**src/rtl/gcr_pkg.sv**
```systemverilog
// constants and types of the gauge command map
package gcr_pkg;

  // ------------------------------------------------------------------
  // bus addressing
  // ------------------------------------------------------------------
  localparam logic [6:0] DEV_ADDR = 7'h55; // bus address, arbitrary value
  localparam int NUM_STD = 23;
  localparam int NUM_WORDS = 32;
  localparam int FLASH_BYTES = 32;
  localparam logic [2:0] FLASH_PAGE = 3'h2; // codes 0x40..0x5f

  // ------------------------------------------------------------------
  // standard word command codes (low byte at the even code)
  // ------------------------------------------------------------------
  localparam logic [7:0] STD_CODES [NUM_STD] = '{
    8'h00, 8'h02, 8'h04, 8'h06, 8'h08, 8'h0a, 8'h0c, 8'h0e,
    8'h10, 8'h12, 8'h14, 8'h16, 8'h1a, 8'h1c, 8'h22, 8'h24,
    8'h26, 8'h28, 8'h2a, 8'h2c, 8'h30, 8'h36, 8'h3a};
  localparam int IX_CONTROL = 0;
  localparam int IX_AT_RATE = 1;
  localparam int IX_TEMPERATURE = 3;
  localparam int IX_CHARGE = 19;
  localparam int IX_OPERATION_CONFIG = 22;

  // ------------------------------------------------------------------
  // control subcommands and identity words
  // ------------------------------------------------------------------
  localparam logic [15:0] SUB_STATUS = 16'h0000;
  localparam logic [15:0] SUB_DEV_TYPE = 16'h0001;
  localparam logic [15:0] SUB_FW_VER = 16'h0002;
  localparam logic [15:0] SUB_SET_HIB = 16'h0011;
  localparam logic [15:0] SUB_CLR_HIB = 16'h0012;
  localparam logic [15:0] SUB_SET_SNOOZE = 16'h0013;
  localparam logic [15:0] SUB_CLR_SNOOZE = 16'h0014;
  localparam logic [15:0] SUB_LOCK = 16'h0020;
  localparam logic [15:0] DEV_TYPE_CODE = 16'h1234; // arbitrary value
  localparam logic [15:0] FW_VER_CODE = 16'h0100; // arbitrary value
  localparam logic [15:0] OPEN_KEY1 = 16'h1111; // arbitrary value
  localparam logic [15:0] OPEN_KEY2 = 16'h2222; // arbitrary value

  // ------------------------------------------------------------------
  // status word fields, configuration fields, reset values
  // ------------------------------------------------------------------
  localparam int STS_LOCKED = 13;
  localparam int STS_HIB = 6;
  localparam int STS_SNOOZE = 5;
  localparam int STS_SLEEP = 4;
  localparam int CFG_HOST_TEMP = 0;
  localparam logic [15:0] OPERATION_CONFIG_RESET = 16'h0000;
  localparam logic [15:0] WORD_RESET = 16'h0000;
  localparam logic LOCKED_RESET = 1'b0;

  // ------------------------------------------------------------------
  // timing
  // ------------------------------------------------------------------
  localparam int CLK_NS = 4;
  localparam int SOC_INT_NS = 1000;
  localparam logic [15:0] SOC_INT_CYCLES = 16'(SOC_INT_NS / CLK_NS);

  // ------------------------------------------------------------------
  // types
  // ------------------------------------------------------------------
  typedef enum logic [2:0] {
    PM_INSERT_CHECK, PM_NORMAL, PM_ENH_SLEEP, PM_SLEEP, PM_HIBERNATE
  } gcr_pmode_t;

  typedef enum logic [2:0] {
    TS_IDLE, TS_ADDR, TS_ACK, TS_WDATA, TS_RDATA, TS_RACK
  } gcr_tstate_t;

endpackage : gcr_pkg

```
**src/rtl/gcr_link_if.sv**
```systemverilog
// byte level link between serial target engine and register map
`timescale 1ns/10ps
interface gcr_link_if;
  logic addr_seen;
  logic wr_valid;
  logic wr_first;
  logic [7:0] wr_data;
  logic rd_next;
  logic [7:0] rd_data;
  logic accept;

  modport engine (
    output addr_seen, wr_valid, wr_first, wr_data, rd_next,
    input rd_data, accept
  );
  modport regs (
    input addr_seen, wr_valid, wr_first, wr_data, rd_next,
    output rd_data, accept
  );
endinterface : gcr_link_if

```
**src/rtl/gcr_i2c_target.sv**
```systemverilog
// serial bus target engine: start, stop, address, byte transfer
`timescale 1ns/10ps
module gcr_i2c_target
  import gcr_pkg::*;
(
  // clock and reset
  input wire logic clk,
  input wire logic rst,
  // bus pins
  input wire logic scl_i,
  input wire logic sda_i,
  output logic sda_o,
  output logic sda_oe,
  // register side
  gcr_link_if.engine lk
);

  logic scl_m, scl_s, scl_d, sda_m, sda_s, sda_d;
  logic scl_rise, scl_fall, bus_start, bus_stop;
  gcr_tstate_t st, next_st;
  logic [3:0] bcnt, next_bcnt;
  logic [7:0] shreg, next_shreg;
  logic is_rd, next_is_rd, first, next_first, next_oe;
  logic next_addr_seen, next_wr_valid, next_wr_first, next_rd_next;
  logic [7:0] next_wr_data;

  // ------------------------------------------------------------------
  // pin synchronisers and edge detection
  // ------------------------------------------------------------------
  always_ff @(posedge clk or posedge rst) begin
    if (rst) begin
      {scl_m, scl_s, scl_d} <= 3'h7;
      {sda_m, sda_s, sda_d} <= 3'h7;
    end else begin
      {scl_m, scl_s, scl_d} <= {scl_i, scl_m, scl_s};
      {sda_m, sda_s, sda_d} <= {sda_i, sda_m, sda_s};
    end
  end

  assign scl_rise = scl_s & ~scl_d;
  assign scl_fall = ~scl_s & scl_d;
  assign bus_start = scl_s & scl_d & sda_d & ~sda_s;
  assign bus_stop = scl_s & scl_d & ~sda_d & sda_s;
  assign sda_o = 1'b0; // open drain: only ever pulls low

  // ------------------------------------------------------------------
  // transfer sequencer
  // ------------------------------------------------------------------
  always_comb begin
    next_st = st;
    next_bcnt = bcnt;
    next_shreg = shreg;
    next_is_rd = is_rd;
    next_first = first;
    next_oe = sda_oe;
    next_addr_seen = 1'b0;
    next_wr_valid = 1'b0;
    next_wr_first = lk.wr_first;
    next_wr_data = lk.wr_data;
    next_rd_next = 1'b0;
    if (bus_start) begin
      next_st = TS_ADDR;
      next_bcnt = 4'h0;
      next_oe = 1'b0;
      next_first = 1'b1;
    end else if (bus_stop) begin
      next_st = TS_IDLE;
      next_oe = 1'b0;
    end else begin
      case (st)
        TS_ADDR: begin
          if (scl_rise) begin
            next_shreg = {shreg[6:0], sda_s};
            next_bcnt = bcnt + 4'h1;
          end else if (scl_fall && bcnt == 4'h8) begin
            next_bcnt = 4'h0;
            next_st = TS_IDLE;
            // answer only our own address
            if (shreg[7:1] == DEV_ADDR) begin
              next_addr_seen = 1'b1;
              // not answering while asleep too deeply
              if (lk.accept) begin
                next_is_rd = shreg[0];
                next_oe = 1'b1;
                next_st = TS_ACK;
              end
            end
          end
        end
        TS_ACK: begin
          if (scl_fall) begin
            if (is_rd) begin
              next_shreg = lk.rd_data;
              next_oe = ~lk.rd_data[7];
              next_rd_next = 1'b1;
              next_bcnt = 4'h1;
              next_st = TS_RDATA;
            end else begin
              next_oe = 1'b0;
              next_bcnt = 4'h0;
              next_st = TS_WDATA;
            end
          end
        end
        TS_WDATA: begin
          if (scl_rise) begin
            next_shreg = {shreg[6:0], sda_s};
            next_bcnt = bcnt + 4'h1;
          end else if (scl_fall && bcnt == 4'h8) begin
            next_wr_valid = 1'b1;
            next_wr_data = shreg;
            next_wr_first = first;
            next_first = 1'b0;
            next_oe = 1'b1;
            next_st = TS_ACK;
          end
        end
        TS_RDATA: begin
          if (scl_fall) begin
            if (bcnt == 4'h8) begin
              next_oe = 1'b0;
              next_st = TS_RACK;
            end else begin
              next_shreg = {shreg[6:0], 1'b0};
              next_oe = ~shreg[6];
              next_bcnt = bcnt + 4'h1;
            end
          end
        end
        TS_RACK: begin
          if (scl_rise) begin
            next_st = sda_s ? TS_IDLE : TS_ACK; // nack ends the read
          end
        end
        default: next_st = TS_IDLE;
      endcase
    end
  end

  always_ff @(posedge clk or posedge rst) begin
    if (rst) begin
      st <= TS_IDLE;
      bcnt <= 4'h0;
      shreg <= 8'h00;
      is_rd <= 1'b0;
      first <= 1'b0;
      sda_oe <= 1'b0;
      lk.addr_seen <= 1'b0;
      lk.wr_valid <= 1'b0;
      lk.wr_first <= 1'b0;
      lk.wr_data <= 8'h00;
      lk.rd_next <= 1'b0;
    end else begin
      st <= next_st;
      bcnt <= next_bcnt;
      shreg <= next_shreg;
      is_rd <= next_is_rd;
      first <= next_first;
      sda_oe <= next_oe;
      lk.addr_seen <= next_addr_seen;
      lk.wr_valid <= next_wr_valid;
      lk.wr_first <= next_wr_first;
      lk.wr_data <= next_wr_data;
      lk.rd_next <= next_rd_next;
    end
  end

endmodule : gcr_i2c_target

```
**src/rtl/gcr_command_map.sv**
```systemverilog
// gauge standard command map with power modes and access control
//
// Functional notes
// each battery quantity is one 16-bit word at a pair of byte codes.
// the host sends the command code first, then reads or writes data.
// standard commands are taken and answered in normal operation.
// when locked, only control, rate and temperature words take writes.
// the host leaves the bus idle for the minimum time after a stop.
// five power modes, entered on events or on host request.
// with host temperature selected, the host word is the temperature.
// the host reaches flash data by subclass and offset sequences; here one 32-byte block is mapped directly at codes 0x40..0x5f.
// a 32-byte user block of manufacturer data is held in the device.
// the flash block is refused while the device is locked.
// a charge-level interrupt output is driven to the host.
// the host starts every transfer; the device only answers.
// a control word write carries a 16-bit subcommand.
// the low byte sits at the even code, the high byte at the odd.
`timescale 1ns/10ps
module gcr_command_map
  import gcr_pkg::*;
(
  // clock and reset
  input wire logic clk,
  input wire logic rst,
  // serial bus pins
  input wire logic scl_i,
  input wire logic sda_i,
  output logic sda_o,
  output logic sda_oe,
  // measured words from the gauge core, indexed by code / 2
  input wire logic [NUM_WORDS-1:0][15:0] core_word,
  // gauge core events
  input wire logic batt_present,
  input wire logic sleep_cond,
  input wire logic load_event,
  input wire logic hib_cond,
  // outputs to the gauge core and host
  output gcr_pmode_t power_mode,
  output logic locked,
  output logic host_temp_sel,
  output logic [15:0] host_temp,
  output logic [15:0] at_rate,
  output logic subcmd_stb,
  output logic [15:0] subcmd,
  output logic soc_int
);

  gcr_link_if lk ();

  logic [7:0] ptr, next_ptr;
  logic [7:0] wr_lo, next_wr_lo;
  logic [15:0] operation_config, next_operation_config;
  logic [15:0] next_host_temp, next_at_rate, next_subcmd;
  logic next_subcmd_stb, next_locked, key_armed, next_key_armed;
  logic hib_req, next_hib_req, snooze, next_snooze;
  gcr_pmode_t next_power_mode;
  logic [7:0] rd_byte, next_rd_byte;
  logic [15:0] soc_cnt, next_soc_cnt, soc_prev;
  logic next_soc_int;
  logic [7:0] mfg [FLASH_BYTES];
  logic [7:0] next_mfg [FLASH_BYTES];
  logic [4:0] widx;
  logic in_words, in_flash, idx_mapped, idx_writable;
  logic [15:0] wval, wnew, ctrl_word;

  // ------------------------------------------------------------------
  // serial target engine
  // ------------------------------------------------------------------
  gcr_i2c_target u_target (
    .clk(clk),
    .rst(rst),
    .scl_i(scl_i),
    .sda_i(sda_i),
    .sda_o(sda_o),
    .sda_oe(sda_oe),
    .lk(lk.engine)
  );

  // hibernate does not answer; every other mode does
  assign lk.accept = (power_mode != PM_HIBERNATE);
  assign lk.rd_data = rd_byte;

  // ------------------------------------------------------------------
  // address decode of the current pointer
  // ------------------------------------------------------------------
  // one word per code pair, word index is code / 2
  assign widx = ptr[5:1];
  assign in_words = (ptr[7:6] == 2'h0);
  // flash block page mapped directly at codes 0x40..0x5f
  assign in_flash = (ptr[7:5] == FLASH_PAGE);
  assign wnew = {lk.wr_data, wr_lo};

  // which word indices carry a standard quantity
  always_comb begin
    idx_mapped = 1'b0;
    for (int i = 0; i < NUM_STD; i++) begin
      if (STD_CODES[i][5:1] == widx) begin
        idx_mapped = 1'b1;
      end
    end
  end

  // write permission depends on the access mode
  always_comb begin
    if (widx == STD_CODES[IX_CONTROL][5:1]) begin
      idx_writable = 1'b1;
    end else if (widx == STD_CODES[IX_AT_RATE][5:1]) begin
      idx_writable = 1'b1;
    end else if (widx == STD_CODES[IX_TEMPERATURE][5:1]) begin
      idx_writable = 1'b1;
    end else if (widx == STD_CODES[IX_OPERATION_CONFIG][5:1]) begin
      idx_writable = ~locked;
    end else begin
      idx_writable = 1'b0;
    end
  end

  // control word read back: status or identity by last subcommand
  always_comb begin
    ctrl_word = WORD_RESET;
    if (subcmd == SUB_DEV_TYPE) begin
      ctrl_word = DEV_TYPE_CODE;
    end else if (subcmd == SUB_FW_VER) begin
      ctrl_word = FW_VER_CODE;
    end else begin
      ctrl_word[STS_LOCKED] = locked;
      ctrl_word[STS_HIB] = hib_req;
      ctrl_word[STS_SNOOZE] = snooze;
      ctrl_word[STS_SLEEP] = (power_mode == PM_SLEEP);
    end
  end

  // read value of the addressed word
  always_comb begin
    if (widx == STD_CODES[IX_CONTROL][5:1]) begin
      wval = ctrl_word;
    end else if (widx == STD_CODES[IX_AT_RATE][5:1]) begin
      wval = at_rate;
    end else if (widx == STD_CODES[IX_TEMPERATURE][5:1]) begin
      // host supplied temperature in tenths of a kelvin
      wval = host_temp_sel ? host_temp : core_word[widx];
    end else if (widx == STD_CODES[IX_OPERATION_CONFIG][5:1]) begin
      wval = operation_config;
    end else if (idx_mapped) begin
      wval = core_word[widx];
    end else begin
      wval = WORD_RESET;
    end
  end

  // ------------------------------------------------------------------
  // register map, access mode and power mode next state
  // ------------------------------------------------------------------
  always_comb begin
    next_ptr = ptr;
    next_wr_lo = wr_lo;
    next_operation_config = operation_config;
    next_host_temp = host_temp;
    next_at_rate = at_rate;
    next_subcmd = subcmd;
    next_subcmd_stb = 1'b0;
    next_locked = locked;
    next_key_armed = key_armed;
    next_hib_req = hib_req;
    next_snooze = snooze;
    next_mfg = mfg;
    next_power_mode = power_mode;
    if (lk.wr_valid) begin
      if (lk.wr_first) begin
        // first byte of a write selects the command code
        next_ptr = lk.wr_data;
      end else begin
        next_ptr = ptr + 8'h01;
        if (in_flash) begin
          // flash block refused while locked
          if (!locked) begin
            // user block byte store
            next_mfg[ptr[4:0]] = lk.wr_data;
          end
        end else if (in_words && !ptr[0]) begin
          // low byte held until the odd code arrives
          next_wr_lo = lk.wr_data;
        end else if (in_words && idx_writable) begin
          if (widx == STD_CODES[IX_CONTROL][5:1]) begin
            // subcommand handed on with a strobe
            next_subcmd = wnew;
            next_subcmd_stb = 1'b1;
            next_key_armed = (wnew == OPEN_KEY1);
            if (locked && key_armed && wnew == OPEN_KEY2) begin
              next_locked = 1'b0;
            end
            case (wnew)
              // host requested power mode changes, and SUB_LOCK sets the lock
              SUB_SET_HIB: next_hib_req = 1'b1;
              SUB_CLR_HIB: next_hib_req = 1'b0;
              SUB_SET_SNOOZE: next_snooze = 1'b1;
              SUB_CLR_SNOOZE: next_snooze = 1'b0;
              SUB_LOCK: next_locked = 1'b1;
              default: next_locked = next_locked;
            endcase
          end else if (widx == STD_CODES[IX_AT_RATE][5:1]) begin
            next_at_rate = wnew;
          end else if (widx == STD_CODES[IX_TEMPERATURE][5:1]) begin
            // host writes the temperature word
            next_host_temp = wnew;
          end else begin
            next_operation_config = wnew;
          end
        end
      end
    end else if (lk.rd_next) begin
      // sequential reads walk low byte then high byte
      next_ptr = ptr + 8'h01;
    end

    // automatic mode changes on gauge events
    case (power_mode)
      PM_INSERT_CHECK: begin
        if (batt_present) begin
          next_power_mode = PM_NORMAL;
        end
      end
      PM_NORMAL: begin
        if (!batt_present) begin
          next_power_mode = PM_INSERT_CHECK;
        end else if (sleep_cond) begin
          next_power_mode = snooze ? PM_ENH_SLEEP : PM_SLEEP;
        end
      end
      PM_ENH_SLEEP: begin
        if (!sleep_cond || load_event || !snooze) begin
          next_power_mode = PM_NORMAL;
        end
      end
      PM_SLEEP: begin
        if (!sleep_cond || load_event) begin
          next_power_mode = PM_NORMAL;
        end else if (hib_req && hib_cond) begin
          next_power_mode = PM_HIBERNATE;
        end
      end
      PM_HIBERNATE: begin
        if (lk.addr_seen || load_event) begin
          next_power_mode = PM_NORMAL;
          next_hib_req = 1'b0;
        end
      end
      default: next_power_mode = PM_INSERT_CHECK;
    endcase
  end

  // read byte prepared ahead of every transmit slot
  always_comb begin
    if (in_flash) begin
      // locked reads of the flash block show zero
      next_rd_byte = locked ? 8'h00 : mfg[ptr[4:0]];
    end else if (in_words) begin
      // even code gives low byte, odd code high byte
      next_rd_byte = ptr[0] ? wval[15:8] : wval[7:0];
    end else begin
      next_rd_byte = 8'h00;
    end
  end

  // charge-level change stretches the interrupt pulse
  always_comb begin
    next_soc_cnt = soc_cnt;
    if (core_word[STD_CODES[IX_CHARGE][5:1]] != soc_prev) begin
      next_soc_cnt = SOC_INT_CYCLES;
    end else if (soc_cnt != 16'h0000) begin
      next_soc_cnt = soc_cnt - 16'h0001;
    end
    next_soc_int = (next_soc_cnt != 16'h0000);
  end

  // ------------------------------------------------------------------
  // state registers
  // ------------------------------------------------------------------
  always_ff @(posedge clk or posedge rst) begin
    if (rst) begin
      ptr <= 8'h00;
      wr_lo <= 8'h00;
      operation_config <= OPERATION_CONFIG_RESET;
      host_temp <= WORD_RESET;
      at_rate <= WORD_RESET;
      subcmd <= SUB_STATUS;
      subcmd_stb <= 1'b0;
      locked <= LOCKED_RESET;
      key_armed <= 1'b0;
      hib_req <= 1'b0;
      snooze <= 1'b0;
      power_mode <= PM_INSERT_CHECK;
      rd_byte <= 8'h00;
      soc_cnt <= 16'h0000;
      soc_prev <= WORD_RESET;
      soc_int <= 1'b0;
      for (int i = 0; i < FLASH_BYTES; i++) begin
        mfg[i] <= 8'h00;
      end
    end else begin
      ptr <= next_ptr;
      wr_lo <= next_wr_lo;
      operation_config <= next_operation_config;
      host_temp <= next_host_temp;
      at_rate <= next_at_rate;
      subcmd <= next_subcmd;
      subcmd_stb <= next_subcmd_stb;
      locked <= next_locked;
      key_armed <= next_key_armed;
      hib_req <= next_hib_req;
      snooze <= next_snooze;
      power_mode <= next_power_mode;
      rd_byte <= next_rd_byte;
      soc_cnt <= next_soc_cnt;
      soc_prev <= core_word[STD_CODES[IX_CHARGE][5:1]];
      soc_int <= next_soc_int;
      mfg <= next_mfg;
    end
  end

  // host temperature chosen by configuration
  assign host_temp_sel = operation_config[CFG_HOST_TEMP];

endmodule : gcr_command_map

```
**config.mk**
```make
export PLATFORM = sky130hd
export DESIGN_NAME = gcr_command_map
export DESIGN_NICKNAME = d
export VERILOG_FILES = /design/src/rtl/gcr_pkg.sv /design/src/rtl/gcr_link_if.sv /design/src/rtl/gcr_i2c_target.sv /design/src/rtl/gcr_command_map.sv
export SDC_FILE = /design/constraint.sdc
export NUM_CORES = 1
export LEC_CHECK = 0
export BUFFER_PORTS_ARGS = -buffer_cell sky130_fd_sc_hd__buf_2
export CAP_MARGIN = 20
export CORE_ASPECT_RATIO = 0.6
export CORE_MARGIN = 4
export CORE_UTILIZATION = 59
export DETAILED_ROUTE_END_ITERATION = 10
export HOLD_SLACK_MARGIN = 0.1
export PLACE_DENSITY = 0.87
export SYNTH_ARGS = -nofsm -noshare
export SYNTH_HDL_FRONTEND = slang
export SYNTH_SLANG_ARGS = --single-unit
export TNS_END_PERCENT = 10
```
**constraint.sdc**
```tcl
create_clock -name clk -period 35.1 [get_ports clk]
set_clock_uncertainty 0.05 [all_clocks]
set_input_delay 7.02 -clock clk [delete_from_list [all_inputs] [get_ports clk]]
set_output_delay 7.02 -clock clk [all_outputs]
set_load 0.005 [all_outputs]
```
==> impl_metrics.ini <==
[status]
status = finished clean

[cells_and_area]
final_util_pct = 71.0
drive_above_1_share_pct = 49.9
multiInputGateArea_um2 = 13000
n_fill_cell = 2830
seq_area_um2 = 10600
nets = 2945
area_delta_synth_final_pct = 18.0
instances_no_fill = 3007

[sta]
hold_viol_final = 0
fin_ws_ns = 25.28
slew_headroom_pct = 31.1
setup-violations-final = 0
grt_setup_unrepaired = no
worstMarginPinSlew_ns = 1.03
fmax_ghz = 0.102
tns_ns = 0
finalCritPeriodShare_pct = 28.0
final.min_clock_period_ns = 9.82
slew_violations = 0

[clocking]
h-tree-depth = 2
ctsResizeCount = 0
cts_buffers = 41
hold_buffers = 0
clk_pin_slew_ns = 0.06
post-cts-setup-buffers = 0
cts.sinks = 421
cts_tree = built
clock_latency_ns = 0.57
root_buffer = clkbuf_16
clock_path_buffers = 3

[routing]
wl_per_cell_um = 33.2
drtIter0Drc = 2724
vias_per_cell = 6.86
drc_errors = 0
vias = 20619
antenna_left = 0
routed_wl_mm = 99.7
drt-pass1-iter-count = 10

[setup_path]
path_class = in2async
cp.required_ns = 35.59
r2r_setup_slack_ns = 30.70
reg2reg_from = ptr[2]
cp-start-kind = primary input
cp_data_arrival_time_ns = 10.31
rr_endpoint = lk.rd_data[1]
cp_max_fo = 120
end_kind = asynchronous set/reset pin
reg2reg_depth = 7

[place]
port_buffers = 575
place_congestion = 1.07
dp.cells = 2931
dpl.hpwl_mm = 75.5
dp_slack_ns = 24.55

[die]
start_util_pct = 60.2
rows = 57
pin_count = 577
die_w_um = 271
die_y_um = 166
die-area_um2 = 45000
core-area_um2 = 40700

[grt]
grt_overflow_total = 0
antenna_found_initial = 14
grt_max_degree = 159
grt_pass1_wl_mm = 143
grt_usage_pct = 43.3
grt_pass1_vias = 20452

[logic_synthesis]
syn_inst = 1920
yosysSeqAreaShare_pct = 43.0
yosys_most_used_dff = dfrtp_1
syn_avg_cell_area_um2 = 12.8
yosys_warnings = 0
ys_types = 89
synth-edff-count = 0
synth_top_area_share_pct = 42.4
async_flop_share_pct = 100
netlist_area_um2 = 24500
synth_nets = 2448
ys_ff_latch = 421
ys_top_cells_by_area = dfrtp_1 (42%), mux4_2 (16%), mux2_2 (15%), mux2i_1 (3.7%), nand2_1 (1.8%)
synth_area_leader_cell = dfrtp_1

[hold_path]
hp-class = reg2reg
whs_endpoint = u_target.scl_s
hp-start = u_target.scl_m
hold_depth = 0

[pwr]
p_leak_nw = 13.6
irDropWorstVdd_v = 0.0000484
power_per_cell_area_nw_per_um2 = 36.7

[flow_run]
maxCapViolCount = 0
stage by stage:
stage / power (mW) / instance area [um2] / hold slack, ns
after detailed placement: 0.601 / 27500 / 0.298
after CTS: 1.05 / 28900 / 0.307
after global routing: 1.09 / 28900 / 0.315
final: 1.06 / 28900 / 0.306
after global placement: 0.598 / 27500 / 0.297
after floorplan: 0.547 / 24500 / 0.295
Yosys cell counts, types with 19 or more instances:
library cell	count
o21ai_0	62
nor2_1	87
mux2_2	317
mux2i_1	90
inv_1	23
nand3_1	24
mux4_2	177
dfrtp_1	415
buf_6	20
clkbuf_1	58
nand2_1	116
a21oi_1	66
buf_4	23
nor2b_1	22
xor2_1	22
mux2_1	19
o22ai_1	26
buf_2	40
layer usage:
layer / GRT usage (%) / wire length (um) / vias to the layer above
met5: 0 / 88 / -
met4: 25.0 / 7340 / 14
met3: 13.1 / 12000 / 282
met2: 64.1 / 43900 / 1489
met1: 57.3 / 36400 / 10488
li1: - / - / 8346
worst max-delay path, cell delays in order:
cell    delay (ns)
buf_2         0.13
inv_8         0.23
buf_16        0.44
buf_4         0.75
buf_4         0.79
buf_4         0.73
cell families (layout without fill, tap and decap cells):
kind of cell	Yosys count	count (layout)	share of synthesized area (%)
simple gates	392	392	8.42
buf+inv	176	702	3.87
other cells	1	2	0.0153
compound gates	284	284	7.59
xor+xnor	34	34	1.21
mux	604	604	35.5
fa+ha+maj	8	8	0.408
flops	421	421	43.0
flip-flops by register name, indices dropped and copies added, names as in the netlist, 8 cells and up:
register / cells
soc_prev: 16
wr_lo: 8
u_target.shreg: 8
mfg: 256
host_temp: 16
u_target.lk.wr_data: 8
lk.rd_data: 8
ptr: 8
soc_cnt: 16
at_rate: 16
subcmd: 16
operation_config: 16
final cells by class:
class                   count  share of cell area (%)
diodes                      1                 0.00865
clock buffers              57                    4.10
clock inverters            15                   0.683
inverters                  27                   0.376
multi-input cells        1323                    45.1
flip-flops and latches    421                    36.5
well taps                 560                    2.42
repair buffers            603                    10.8
cell usage in the layout (no fill, tap or decap), types with 24 or more instances in the layout:
cell       netlist  routed
mux2_2         317     317
o22ai_1         26      26
nand2_1        116     116
mux2i_1         90      90
mux4_2         177     177
buf_4           23      25
o21ai_0         62      62
buf_2           40     575
dfrtp_1        415     406
nand3_1         24      24
clkbuf_16        0      42
a21oi_1         66      66
nor2_1          87      87
worst max-delay path by stage:
stage	from	endpoint	slack [ns]
final	rst	ptr[0]	25.28
after global routing	rst	ptr[0]	24.78
after CTS	rst	ptr[0]	25.11
after detailed placement	rst	ptr[0]	24.55
after global placement	rst	ptr[0]	24.69
after floorplan	rst	at_rate[0]	16.32
report_power, final:
part           total (mW)  switching, mW  internal, mW
registers           0.499        0.00831         0.491
clock network       0.464          0.202         0.261
logic              0.0977         0.0539        0.0438
total                1.06          0.265         0.796
Note: power is estimated with default switching activity, not from simulation.
